[src/logic/awr_pkg.sv]
// Package holding the constants and types of the ARINC word receiver
// What this block does
// - Host word bit 1 is ARINC 32, bits 2-22 are ARINC 31-11, 23 is 10, 24 is 9.
// - Host bits 25-32 carry the label, ascending or reversed by label order select.
// - Three 10-bit sample registers for One, Zero, Null; one high per sample at most.
// - Data bit needs three highs in One/Zero upper half and Null lower half.
// - Word-gap Null needs three highs in both Null register halves.
// - Accepted bits are 8 to 12 samples apart, else reception is rejected.
// - Gap timer checks Null every 10 clocks (80 low speed), counting Nulls.
// - No new word reception starts before the gap counter reaches 3.
// - After 32 valid bits an end-of-word strobe starts filtering and FIFO write.
// - Word stored only if label and bit 10/9 filters are off or pass.
// - A FIFO write sets data ready and clears empty until the FIFO drains.
// - Read opcode 08 hex returns the oldest word and removes it.
// - FIFO holds 32 words, flags full, and overwrites location 32 when full; a write in the same cycle as a read of a full FIFO is dropped.
// - Half-full flag is high while the FIFO holds 16 or more words.
// - Parity check off stores the received 32nd bit unchanged.
// - Parity check on stores 0 for odd parity, 1 for even parity.
// - A 256-bit label table, 1 accepts, written by opcodes 02, 03 or 06 hex.
// - A word dropped by label filtering changes no FIFO flag or data ready, but still pulses the end-of-word strobe.
// - Read opcode 0D hex returns the whole label table.
// - Master clear stops reception, empties FIFO, clears flags, keeps control bits.
package awr_pkg;
  localparam int WORD_W = 32;
  localparam int FIFO_DEPTH = 32;
  localparam int PTR_W = 5;
  localparam int CNT_W = 6;
  localparam logic [CNT_W-1:0] HALF_COUNT = 6'h10;
  localparam int SAMPLE_W = 10;
  localparam int RUN_LEN = 3;
  localparam int REF_MHZ = 1;
  localparam int SYS_MHZ = 40;
  localparam logic [5:0] REF_DIV = 6'(SYS_MHZ / REF_MHZ);
  localparam logic [3:0] BIT_MIN_SAMPLES = 4'h8;
  localparam logic [3:0] BIT_MAX_SAMPLES = 4'hC;
  localparam logic [6:0] GAP_HS_CLOCKS = 7'h0A;
  localparam logic [6:0] GAP_LS_CLOCKS = 7'h50;
  localparam logic [1:0] GAP_NEED = 2'h3;
  localparam logic [7:0] OP_READ_WORD = 8'h08;
  localparam logic [7:0] OP_READ_LABELS = 8'h0D;
  localparam logic [7:0] OP_LABEL_ALL = 8'h02;
  localparam logic [7:0] OP_LABEL_NONE = 8'h03;
  localparam logic [7:0] OP_LABEL_WRITE = 8'h06;
  localparam logic [1:0] LVL_NULL = 2'h0;
  localparam logic [1:0] LVL_ONE = 2'h1;
  localparam logic [1:0] LVL_ZERO = 2'h2;
  localparam logic [1:0] LVL_BETWEEN = 2'h3;
  typedef enum logic [1:0] {AWR_GAP, AWR_DATA, AWR_STROBE} awr_state_t;
endpackage

[src/logic/awr_fifo_if.sv]
// Interface carrying writes and reads between the receiver and its FIFO
`timescale 1ns/100ps
`default_nettype none
interface awr_fifo_if;
  logic wr;
  logic [31:0] wdata;
  logic rd;
  logic [31:0] rdata;
  logic empty;
  logic full;
  logic half;
  modport fifo (input wr, input wdata, input rd, output rdata, output empty, output full, output half);
  modport user (output wr, output wdata, output rd, input rdata, input empty, input full, input half);
endinterface
`default_nettype wire

[src/logic/awr_fifo.sv]
// Receive FIFO of 32 words with overwrite of the last location
`timescale 1ns/100ps
`default_nettype none
module awr_fifo (
  input wire logic sys_clk,
  input wire logic clk_en,
  input wire logic clear,
  awr_fifo_if.fifo f
);
  logic [31:0] mem [0:awr_pkg::FIFO_DEPTH-1];
  logic [awr_pkg::PTR_W-1:0] rd_ptr_ff;
  logic [awr_pkg::PTR_W-1:0] wr_ptr_ff;
  logic [awr_pkg::CNT_W-1:0] count_ff;
  logic [awr_pkg::CNT_W-1:0] nxt_count;
  logic [awr_pkg::PTR_W-1:0] wr_slot;
  wire do_rd = f.rd && (count_ff != '0);
  wire is_full = (count_ff == awr_pkg::CNT_W'(awr_pkg::FIFO_DEPTH));
  wire push = f.wr && !(is_full && do_rd);
  // Overwrite of location 32 when full
  assign wr_slot = is_full ? (wr_ptr_ff - 5'h01) : wr_ptr_ff;
  assign nxt_count = count_ff + CNT_W_ONE(push && !is_full) - CNT_W_ONE(do_rd);
  function automatic logic [awr_pkg::CNT_W-1:0] CNT_W_ONE(input logic b);
    CNT_W_ONE = {{(awr_pkg::CNT_W-1){1'b0}}, b};
  endfunction
  assign f.empty = (count_ff == '0);
  assign f.full = is_full;
  assign f.half = (count_ff >= awr_pkg::HALF_COUNT);
  // Oldest word, zero when empty
  assign f.rdata = (count_ff == '0) ? 32'h00000000 : mem[rd_ptr_ff];
  always_ff @(posedge sys_clk) begin
    if (clk_en && push) begin
      mem[wr_slot] <= f.wdata;
    end
  end
  always_ff @(posedge sys_clk) begin
    if (clear) begin
      rd_ptr_ff <= '0;
      wr_ptr_ff <= '0;
      count_ff <= '0;
    end else if (clk_en) begin
      if (do_rd) begin
        rd_ptr_ff <= rd_ptr_ff + 5'h01;
      end
      if (push && !is_full) begin
        wr_ptr_ff <= wr_ptr_ff + 5'h01;
      end
      count_ff <= nxt_count;
    end
  end
endmodule
`default_nettype wire

[src/logic/awr_receiver.sv]
// Top of the ARINC word receiver: sampling, validation, filtering, host access
`timescale 1ns/100ps
`default_nettype none
module awr_receiver (
  input wire logic sys_clk,
  input wire logic rst_n,
  input wire logic clk_en,
  input wire logic master_clear_pin,
  input wire logic [1:0] line_level,
  input wire logic low_speed,
  input wire logic label_order_select,
  input wire logic label_filter_enable,
  input wire logic decode_match_enable,
  input wire logic match_value_bit10,
  input wire logic match_value_bit9,
  input wire logic rx_parity_check_enable,
  input wire logic rx_flag_select_full,
  input wire logic host_cmd_valid,
  input wire logic [7:0] host_opcode,
  input wire logic [255:0] host_label_data,
  output logic host_rsp_valid,
  output logic [31:0] host_word,
  output logic [255:0] host_label_table,
  output logic end_of_word_strobe,
  output logic data_ready,
  output logic rx_fifo_empty_flag,
  output logic rx_fifo_half_flag,
  output logic rx_fifo_full_flag,
  output logic rx_flag_pin
);
  // ------------------------------------------------------------
  // Reference clock tick
  // ------------------------------------------------------------
  logic [5:0] div_ff;
  logic [6:0] gap_clk_ff;
  logic [9:0] one_sr_ff;
  logic [9:0] zero_sr_ff;
  logic [9:0] null_sr_ff;
  logic [3:0] since_ff;
  logic bit_armed_ff;
  logic [5:0] nbits_ff;
  logic [31:0] shift_ff;
  logic [1:0] gap_cnt_ff;
  logic [255:0] label_tab_ff;
  logic rsp_valid_ff;
  logic [31:0] rsp_word_ff;
  logic ready_ff;
  logic eow_ff;
  awr_pkg::awr_state_t state_ff;
  awr_pkg::awr_state_t nxt_state;
  wire clear = !rst_n || master_clear_pin;
  wire tick = clk_en && (div_ff == awr_pkg::REF_DIV - 6'h01);
  always_ff @(posedge sys_clk) begin
    if (clear) begin
      div_ff <= '0;
    end else if (clk_en) begin
      div_ff <= tick ? 6'h00 : div_ff + 6'h01;
    end
  end
  // ------------------------------------------------------------
  // Sampling shift registers
  // ------------------------------------------------------------
  wire is_one = (line_level == awr_pkg::LVL_ONE);
  wire is_zero = (line_level == awr_pkg::LVL_ZERO);
  wire is_null = (line_level == awr_pkg::LVL_NULL);
  always_ff @(posedge sys_clk) begin
    if (clear) begin
      one_sr_ff <= '0;
      zero_sr_ff <= '0;
      null_sr_ff <= '0;
    end else if (tick) begin
      one_sr_ff <= {one_sr_ff[8:0], is_one};
      zero_sr_ff <= {zero_sr_ff[8:0], is_zero};
      null_sr_ff <= {null_sr_ff[8:0], is_null};
    end
  end
  // ------------------------------------------------------------
  // Run detection in register halves (upper is older)
  // ------------------------------------------------------------
  function automatic logic run3(input logic [4:0] h);
    logic r;
    r = 1'b0;
    for (int i = 0; i <= 2; i++) begin
      r = r | (&h[i +: awr_pkg::RUN_LEN]);
    end
    run3 = r;
  endfunction
  wire one_up = run3(one_sr_ff[9:5]);
  wire zero_up = run3(zero_sr_ff[9:5]);
  wire null_up = run3(null_sr_ff[9:5]);
  wire null_lo = run3(null_sr_ff[4:0]);
  wire bit_seen = (one_up || zero_up) && null_lo;
  wire bit_value = one_up;
  wire gap_null = null_up && null_lo;
  wire bit_evt = tick && bit_armed_ff && bit_seen;
  wire rate_ok = (since_ff >= awr_pkg::BIT_MIN_SAMPLES) && (since_ff <= awr_pkg::BIT_MAX_SAMPLES);
  wire first_bit = (nbits_ff == 6'h00);
  wire rate_bad = tick && !first_bit && (since_ff > awr_pkg::BIT_MAX_SAMPLES);
  wire bit_bad = bit_evt && !first_bit && !rate_ok;
  wire in_between = tick && (line_level == awr_pkg::LVL_BETWEEN) && !bit_armed_ff;
  // ------------------------------------------------------------
  // Word gap timer
  // ------------------------------------------------------------
  wire [6:0] gap_period = low_speed ? awr_pkg::GAP_LS_CLOCKS : awr_pkg::GAP_HS_CLOCKS;
  wire gap_tick = tick && (gap_clk_ff == gap_period - 7'h01);
  wire gap_done = (gap_cnt_ff == awr_pkg::GAP_NEED);
  always_ff @(posedge sys_clk) begin
    if (clear || state_ff != awr_pkg::AWR_GAP) begin
      gap_clk_ff <= '0;
      gap_cnt_ff <= '0;
    end else if (gap_tick) begin
      gap_clk_ff <= '0;
      if (!null_sr_ff[0]) begin
        gap_cnt_ff <= 2'h0;
      end else if (!gap_done) begin
        gap_cnt_ff <= gap_cnt_ff + 2'h1;
      end
    end else if (tick) begin
      gap_clk_ff <= gap_clk_ff + 7'h01;
    end
  end
  // ------------------------------------------------------------
  // Reception state machine
  // ------------------------------------------------------------
  always_comb begin
    nxt_state = state_ff;
    unique case (state_ff)
      awr_pkg::AWR_GAP: begin
        if (gap_done && gap_null) begin
          nxt_state = awr_pkg::AWR_DATA;
        end
      end
      awr_pkg::AWR_DATA: begin
        if (bit_bad || rate_bad || in_between) begin
          nxt_state = awr_pkg::AWR_GAP;
        end else if (bit_evt && nbits_ff == 6'h1F) begin
          nxt_state = awr_pkg::AWR_STROBE;
        end
      end
      awr_pkg::AWR_STROBE: begin
        nxt_state = awr_pkg::AWR_GAP;
      end
    endcase
  end
  always_ff @(posedge sys_clk) begin
    if (clear) begin
      state_ff <= awr_pkg::AWR_GAP;
    end else if (clk_en) begin
      state_ff <= nxt_state;
    end
  end
  // ------------------------------------------------------------
  // Bit collection; ARINC bit 1 arrives first
  // ------------------------------------------------------------
  always_ff @(posedge sys_clk) begin
    if (clear || (clk_en && state_ff != awr_pkg::AWR_DATA)) begin
      nbits_ff <= '0;
      since_ff <= '0;
      bit_armed_ff <= 1'b1;
      shift_ff <= '0;
    end else if (bit_evt && (first_bit || rate_ok)) begin
      shift_ff <= {bit_value, shift_ff[31:1]};
      nbits_ff <= nbits_ff + 6'h01;
      since_ff <= 4'h1;
      bit_armed_ff <= 1'b0;
    end else if (tick) begin
      if (!first_bit && since_ff != 4'hF) begin
        since_ff <= since_ff + 4'h1;
      end
      // Re-arm only once the accepted bit pattern is no longer seen in the sample window
      if (!bit_seen) begin
        bit_armed_ff <= 1'b1;
      end
    end
  end
  // ------------------------------------------------------------
  // Filtering, parity and host word mapping
  // ------------------------------------------------------------
  wire [7:0] label_raw = shift_ff[7:0];
  wire label_ok = !label_filter_enable || label_tab_ff[label_raw];
  wire match_ok = !decode_match_enable ||
    (shift_ff[9] == match_value_bit10 && shift_ff[8] == match_value_bit9);
  wire eow = (state_ff == awr_pkg::AWR_STROBE) && clk_en;
  wire store = eow && label_ok && match_ok;
  wire par_bit = rx_parity_check_enable ? ~(^shift_ff) : shift_ff[31];
  logic [31:0] host_map;
  genvar gi;
  generate
    for (gi = 0; gi < 8; gi++) begin : g_label
      assign host_map[7 - gi] = label_order_select ? shift_ff[7 - gi] : shift_ff[gi];
    end
  endgenerate
  assign host_map[31] = par_bit;
  assign host_map[30:10] = shift_ff[30:10];
  assign host_map[9:8] = shift_ff[9:8];
  // ------------------------------------------------------------
  // FIFO and host commands
  // ------------------------------------------------------------
  awr_fifo_if fif ();
  wire rd_cmd = clk_en && host_cmd_valid && (host_opcode == awr_pkg::OP_READ_WORD);
  assign fif.wr = store;
  assign fif.wdata = host_map;
  assign fif.rd = rd_cmd;
  awr_fifo u_fifo (
    .sys_clk(sys_clk),
    .clk_en(clk_en),
    .clear(clear),
    .f(fif)
  );
  always_ff @(posedge sys_clk) begin
    if (!rst_n) begin
      label_tab_ff <= '0;
    end else if (clk_en && host_cmd_valid) begin
      if (host_opcode == awr_pkg::OP_LABEL_ALL) begin
        label_tab_ff <= {256{1'b1}};
      end else if (host_opcode == awr_pkg::OP_LABEL_NONE) begin
        label_tab_ff <= '0;
      end else if (host_opcode == awr_pkg::OP_LABEL_WRITE) begin
        label_tab_ff <= host_label_data;
      end
    end
  end
  always_ff @(posedge sys_clk) begin
    if (clear) begin
      rsp_valid_ff <= 1'b0;
      rsp_word_ff <= '0;
      ready_ff <= 1'b0;
      eow_ff <= 1'b0;
    end else if (clk_en) begin
      rsp_valid_ff <= host_cmd_valid &&
        (host_opcode == awr_pkg::OP_READ_WORD || host_opcode == awr_pkg::OP_READ_LABELS);
      if (rd_cmd) begin
        rsp_word_ff <= fif.rdata;
      end
      eow_ff <= eow;
      if (store) begin
        ready_ff <= 1'b1;
      end else if (fif.empty) begin
        ready_ff <= 1'b0;
      end
    end
  end
  assign host_rsp_valid = rsp_valid_ff;
  assign host_word = rsp_word_ff;
  assign host_label_table = label_tab_ff;
  assign end_of_word_strobe = eow_ff;
  assign data_ready = ready_ff;
  assign rx_fifo_empty_flag = fif.empty;
  assign rx_fifo_half_flag = fif.half;
  assign rx_fifo_full_flag = fif.full;
  assign rx_flag_pin = rx_flag_select_full ? fif.full : fif.empty;
endmodule
`default_nettype wire

[config.mk]
export PLATFORM = sky130hd
export DESIGN_NAME = awr_receiver
export DESIGN_NICKNAME = d
export VERILOG_FILES = /design/src/logic/awr_pkg.sv /design/src/logic/awr_fifo_if.sv /design/src/logic/awr_fifo.sv /design/src/logic/awr_receiver.sv
export SDC_FILE = /design/constraint.sdc
export NUM_CORES = 2
export LEC_CHECK = 0
export BUFFER_PORTS_ARGS = -buffer_cell sky130_fd_sc_hd__buf_2
export CORE_MARGIN = 2
export CORE_UTILIZATION = 63
export DETAILED_ROUTE_END_ITERATION = 8
export PLACE_DENSITY = 0.84
export SKIP_LAST_GASP = 1
export SLEW_MARGIN = 20
export SYNTH_ARGS = -nofsm -noshare
export SYNTH_HDL_FRONTEND = slang
export SYNTH_SLANG_ARGS = --single-unit
[constraint.sdc]
create_clock -name sys_clk -period 7.8 [get_ports sys_clk]
set_input_delay 0.39 -clock sys_clk [delete_from_list [all_inputs] [get_ports sys_clk]]
set_output_delay 0.39 -clock sys_clk [all_outputs]
set_load 0.01 [all_outputs]
==> run metrics <==
nets approximately 4700; max-cap viol count 0; commonest non-fill, non-tap cell in the layout edfxtp_1; async set-reset flop share out of synthesis 0%; drc violations 8; drt total wl between 150000 and 200000 um; CTS buffer count between 100 and 150; Comb pwr share 2.1%; starting density of the core between 60% and 70%; Switching Power roughly 3100 uW; RD Place Congestion ~1.0; hold endpoint host_label_table[4]; die height ~300 um; worst hold path depth 3; Synth Instances 3607; Vias per Instance between 7 and 8; largest net degree at the start of global routing about 260; first-pass GRT wire length approximately 280000 um; mux share of post-synthesis cell area about 16%; total grt overflow 0; period utilization around 64%; Mapped Nets approximately 3900; worst slew pin tran between 1 and 1.5 ns; share of cells above drive strength 1 29.1%; die area slightly above 90000 um2; Yosys reg bits 1426; Cell Area, Synth 56800 um2; Seq pwr share 53.4%; Netlist cell types 80; final setup vio count 0; Crit Path Category flip-flop to flip-flop; vias in the first global route approximately 38000; unrepaired setup endpoints after global routing false; Worst setup SP type flip-flop; final worst slack ~2.8 ns; Synth warnings 0; R2R setup slack 2.80 ns; CP startpoint shift_ff[1]; HP Start host_label_data[4]; status complete, but fails checks; clock group share of total power approximately 45%; clk_skew 0.0312 ns; XOR/XNOR share of the synthesized area less than 1%; core area approximately 90000 um2; row cnt 110; Fillers 4837; TritonCTS clock tree yes; Hold Crit Class input pin to flip-flop; post_cts resized 0; Syn Area/Cell about 16 um2; Slew Viols, Final 0; DR WL/cell between 30 and 40 um; relative slew slack a little under an eighth; # Post-CTS Setup Buffers 0; Reg2Reg Depth 9; switching portion of total power between 20% and 30%; R2R Path Start shift_ff[1]; ys flop type edfxtp_1; CTS sink cnt 1426; CTS H-tree depth 4; main combinational cell family by area after synthesis multiplexers; top cells by area, synth edfxtp_1 (54%), mux4_2 (15%), dfxtp_1 (14%), a21oi_1 (3.0%), nor2_1 (2.4%); Final Hold Viols 0; FMAX ~0.2 GHz; most frequent cells in the layout edfxtp_1 (1024), buf_2 (572), dfxtp_1 (384), mux4_2 (372), a21oi_1 (337); Syn-to-layout area delta 19.3%; GRT Overall Usage 42.8%; sequential share of the synthesized area 68.3%; post-synthesis simple-gate area fraction under 10%; Hold WS 0.0582 ns; pre-CTS WS a little under 3 ns; adder-cell area share of the yosys netlist less than 1%; WP data arrival about 5.4 ns; HPWL after DPL 116000 um; fin cells ~5700; Post-DRT Antenna Nets 0; clk root buf clkbuf_16; maximum VDD drop 0.226 mV; Vias between 30000 and 40000; min Tclk post-route around 5 ns; violated checks design-rule violations; Chip Width a little over 300 um; CP Max Fanout 36; io pins 574; Total Neg Setup Slack 0 ns; Placed Cells around 5100; pwr/cell area 222 nW/um2; Worst EP required 8.16 ns; First-pass DRT Iterations 9; initial antenna violation count 25; IO Port Bufs between 500 and 600; Worst-Skew Late Latency between 0.7 and 0.8 ns; EDFF count, synth 1024; leakage power between 0.02 and 0.025 uW; Synth top area share between 50% and 60%; Reg-to-Reg End u_fifo.mem[23][19]; DRT iter0 DRCs between 6000 and 7000; Longest Clk Path Bufs 3; Final Util 75.5%; Worst Setup End Kind flip-flop; cell internal pwr between 10000 and 15000 uW; Synth Area in Compound Gates 6.86%; Synth area leader edfxtp_1; CTS clk-pin slew, worst paths 0.06 ns
how the worst max path moves through the flow:
stage	to	slack, ns	cells past startpoint
after detailed placement	u_fifo.mem[4][27]	2.93	9
after floorplan	u_fifo.mem[0][0]	4.05	11
final	u_fifo.mem[23][19]	2.80	9
after global routing	u_fifo.mem[23][19]	2.68	9
after CTS	u_fifo.mem[23][19]	2.90	9
after global placement	u_fifo.mem[1][30]	3.16	9
sequential cells by signal, summed over array words and instances, names as in the netlist, 4 cells and up, named ones only:
name / flops
u_fifo.mem: 1024
host_label_table: 256
host_word: 32
shift_ff: 32
null_sr_ff: 10
one_sr_ff: 10
zero_sr_ff: 10
gap_clk_ff: 7
div_ff: 6
nbits_ff: 6
u_fifo.count_ff: 6
u_fifo.rd_ptr_ff: 5
u_fifo.wr_ptr_ff: 5
since_ff: 4
timing repair:
action,4_1_cts,5_1_grt
endpoints found under the setup margin,0,0
hold endpoints to repair,255,0
hold buffers,255,0
critical path, cell delays in order (launching register included):
cell and delay (ns):
dfxtp_4 0.75, buf_4 0.55, mux4_2 0.30, mux2i_1 0.08
a211oi_1 0.48, a31oi_1 0.08, o211a_1 0.31, o211ai_4 0.42
nand2_2 0.52, nor2_4 1.03
kinds of logic after synthesis:
| family | count (synthesis) |
|---|---|
| mux | 448 |
| buf+inv | 285 |
| flops | 1426 |
| compound gates | 707 |
| fa+ha+maj | 23 |
| xor+xnor | 59 |
| simple gates | 659 |
metrics by stage:
step / cell area [um2] / total power, uW
5_1_grt: 67700 / 15300
3_5_place_dp: 60700 / 8370
6_report: 67700 / 15000
3_3_place_gp: 60700 / 8360
4_1_cts: 67600 / 15000
2_1_floorplan: 56800 / 8250
cell usage after synthesis, drive strengths merged, types with 4 or more instances:
cell and number:
nor3b 4, a22o 6, o21ai 276, buf 76, xnor2 37, mux2i 34
nand2b 7, mux4 374, dfxtp 402, nor3 11, mux2 40, nand2 174
inv 24, nand3 29, nor2 369, a311oi 5, edfxtp 1024, ha 22
a211oi 6, a21oi 339, nand3b 10, nor2b 13, a22oi 42, xor2 22
nand4 17, a2111oi 4, clkbuf 185, nor4 6
area by class of cell:
cell class	count	area, um2	share of cell area [%]
Multi-Input combinational cell	1896	17000	25.1
Timing Repair Buffer	871	5830	8.61
Clock buffer	194	3950	5.83
Inverter	24	90.1	0.133
Antenna cell	19	47.5	0.0702
Sequential cell	1426	38800	57.3
Clock inverter	53	474	0.700
Tap cell	1176	1470	2.17
power by group through the flow:
stage	Combinational (uW)	Sequential [uW]	Clock, uW
finish	310	8020	6690
global route	317	8020	6930
CTS	283	8020	6670
detailed placement	179	8190	0
global placement	177	8190	0
floorplan	60.9	8190	0
metal layers:
layer	vias up	routed length, um	GRT usage [%]
met2	3931	88800	64.2
met4	18	19300	32.7
li1	15473	-	-
met1	19267	64100	53.8
met5	-	148	0.362
met3	931	26300	11.5
(Power assumes the default switching activity.)
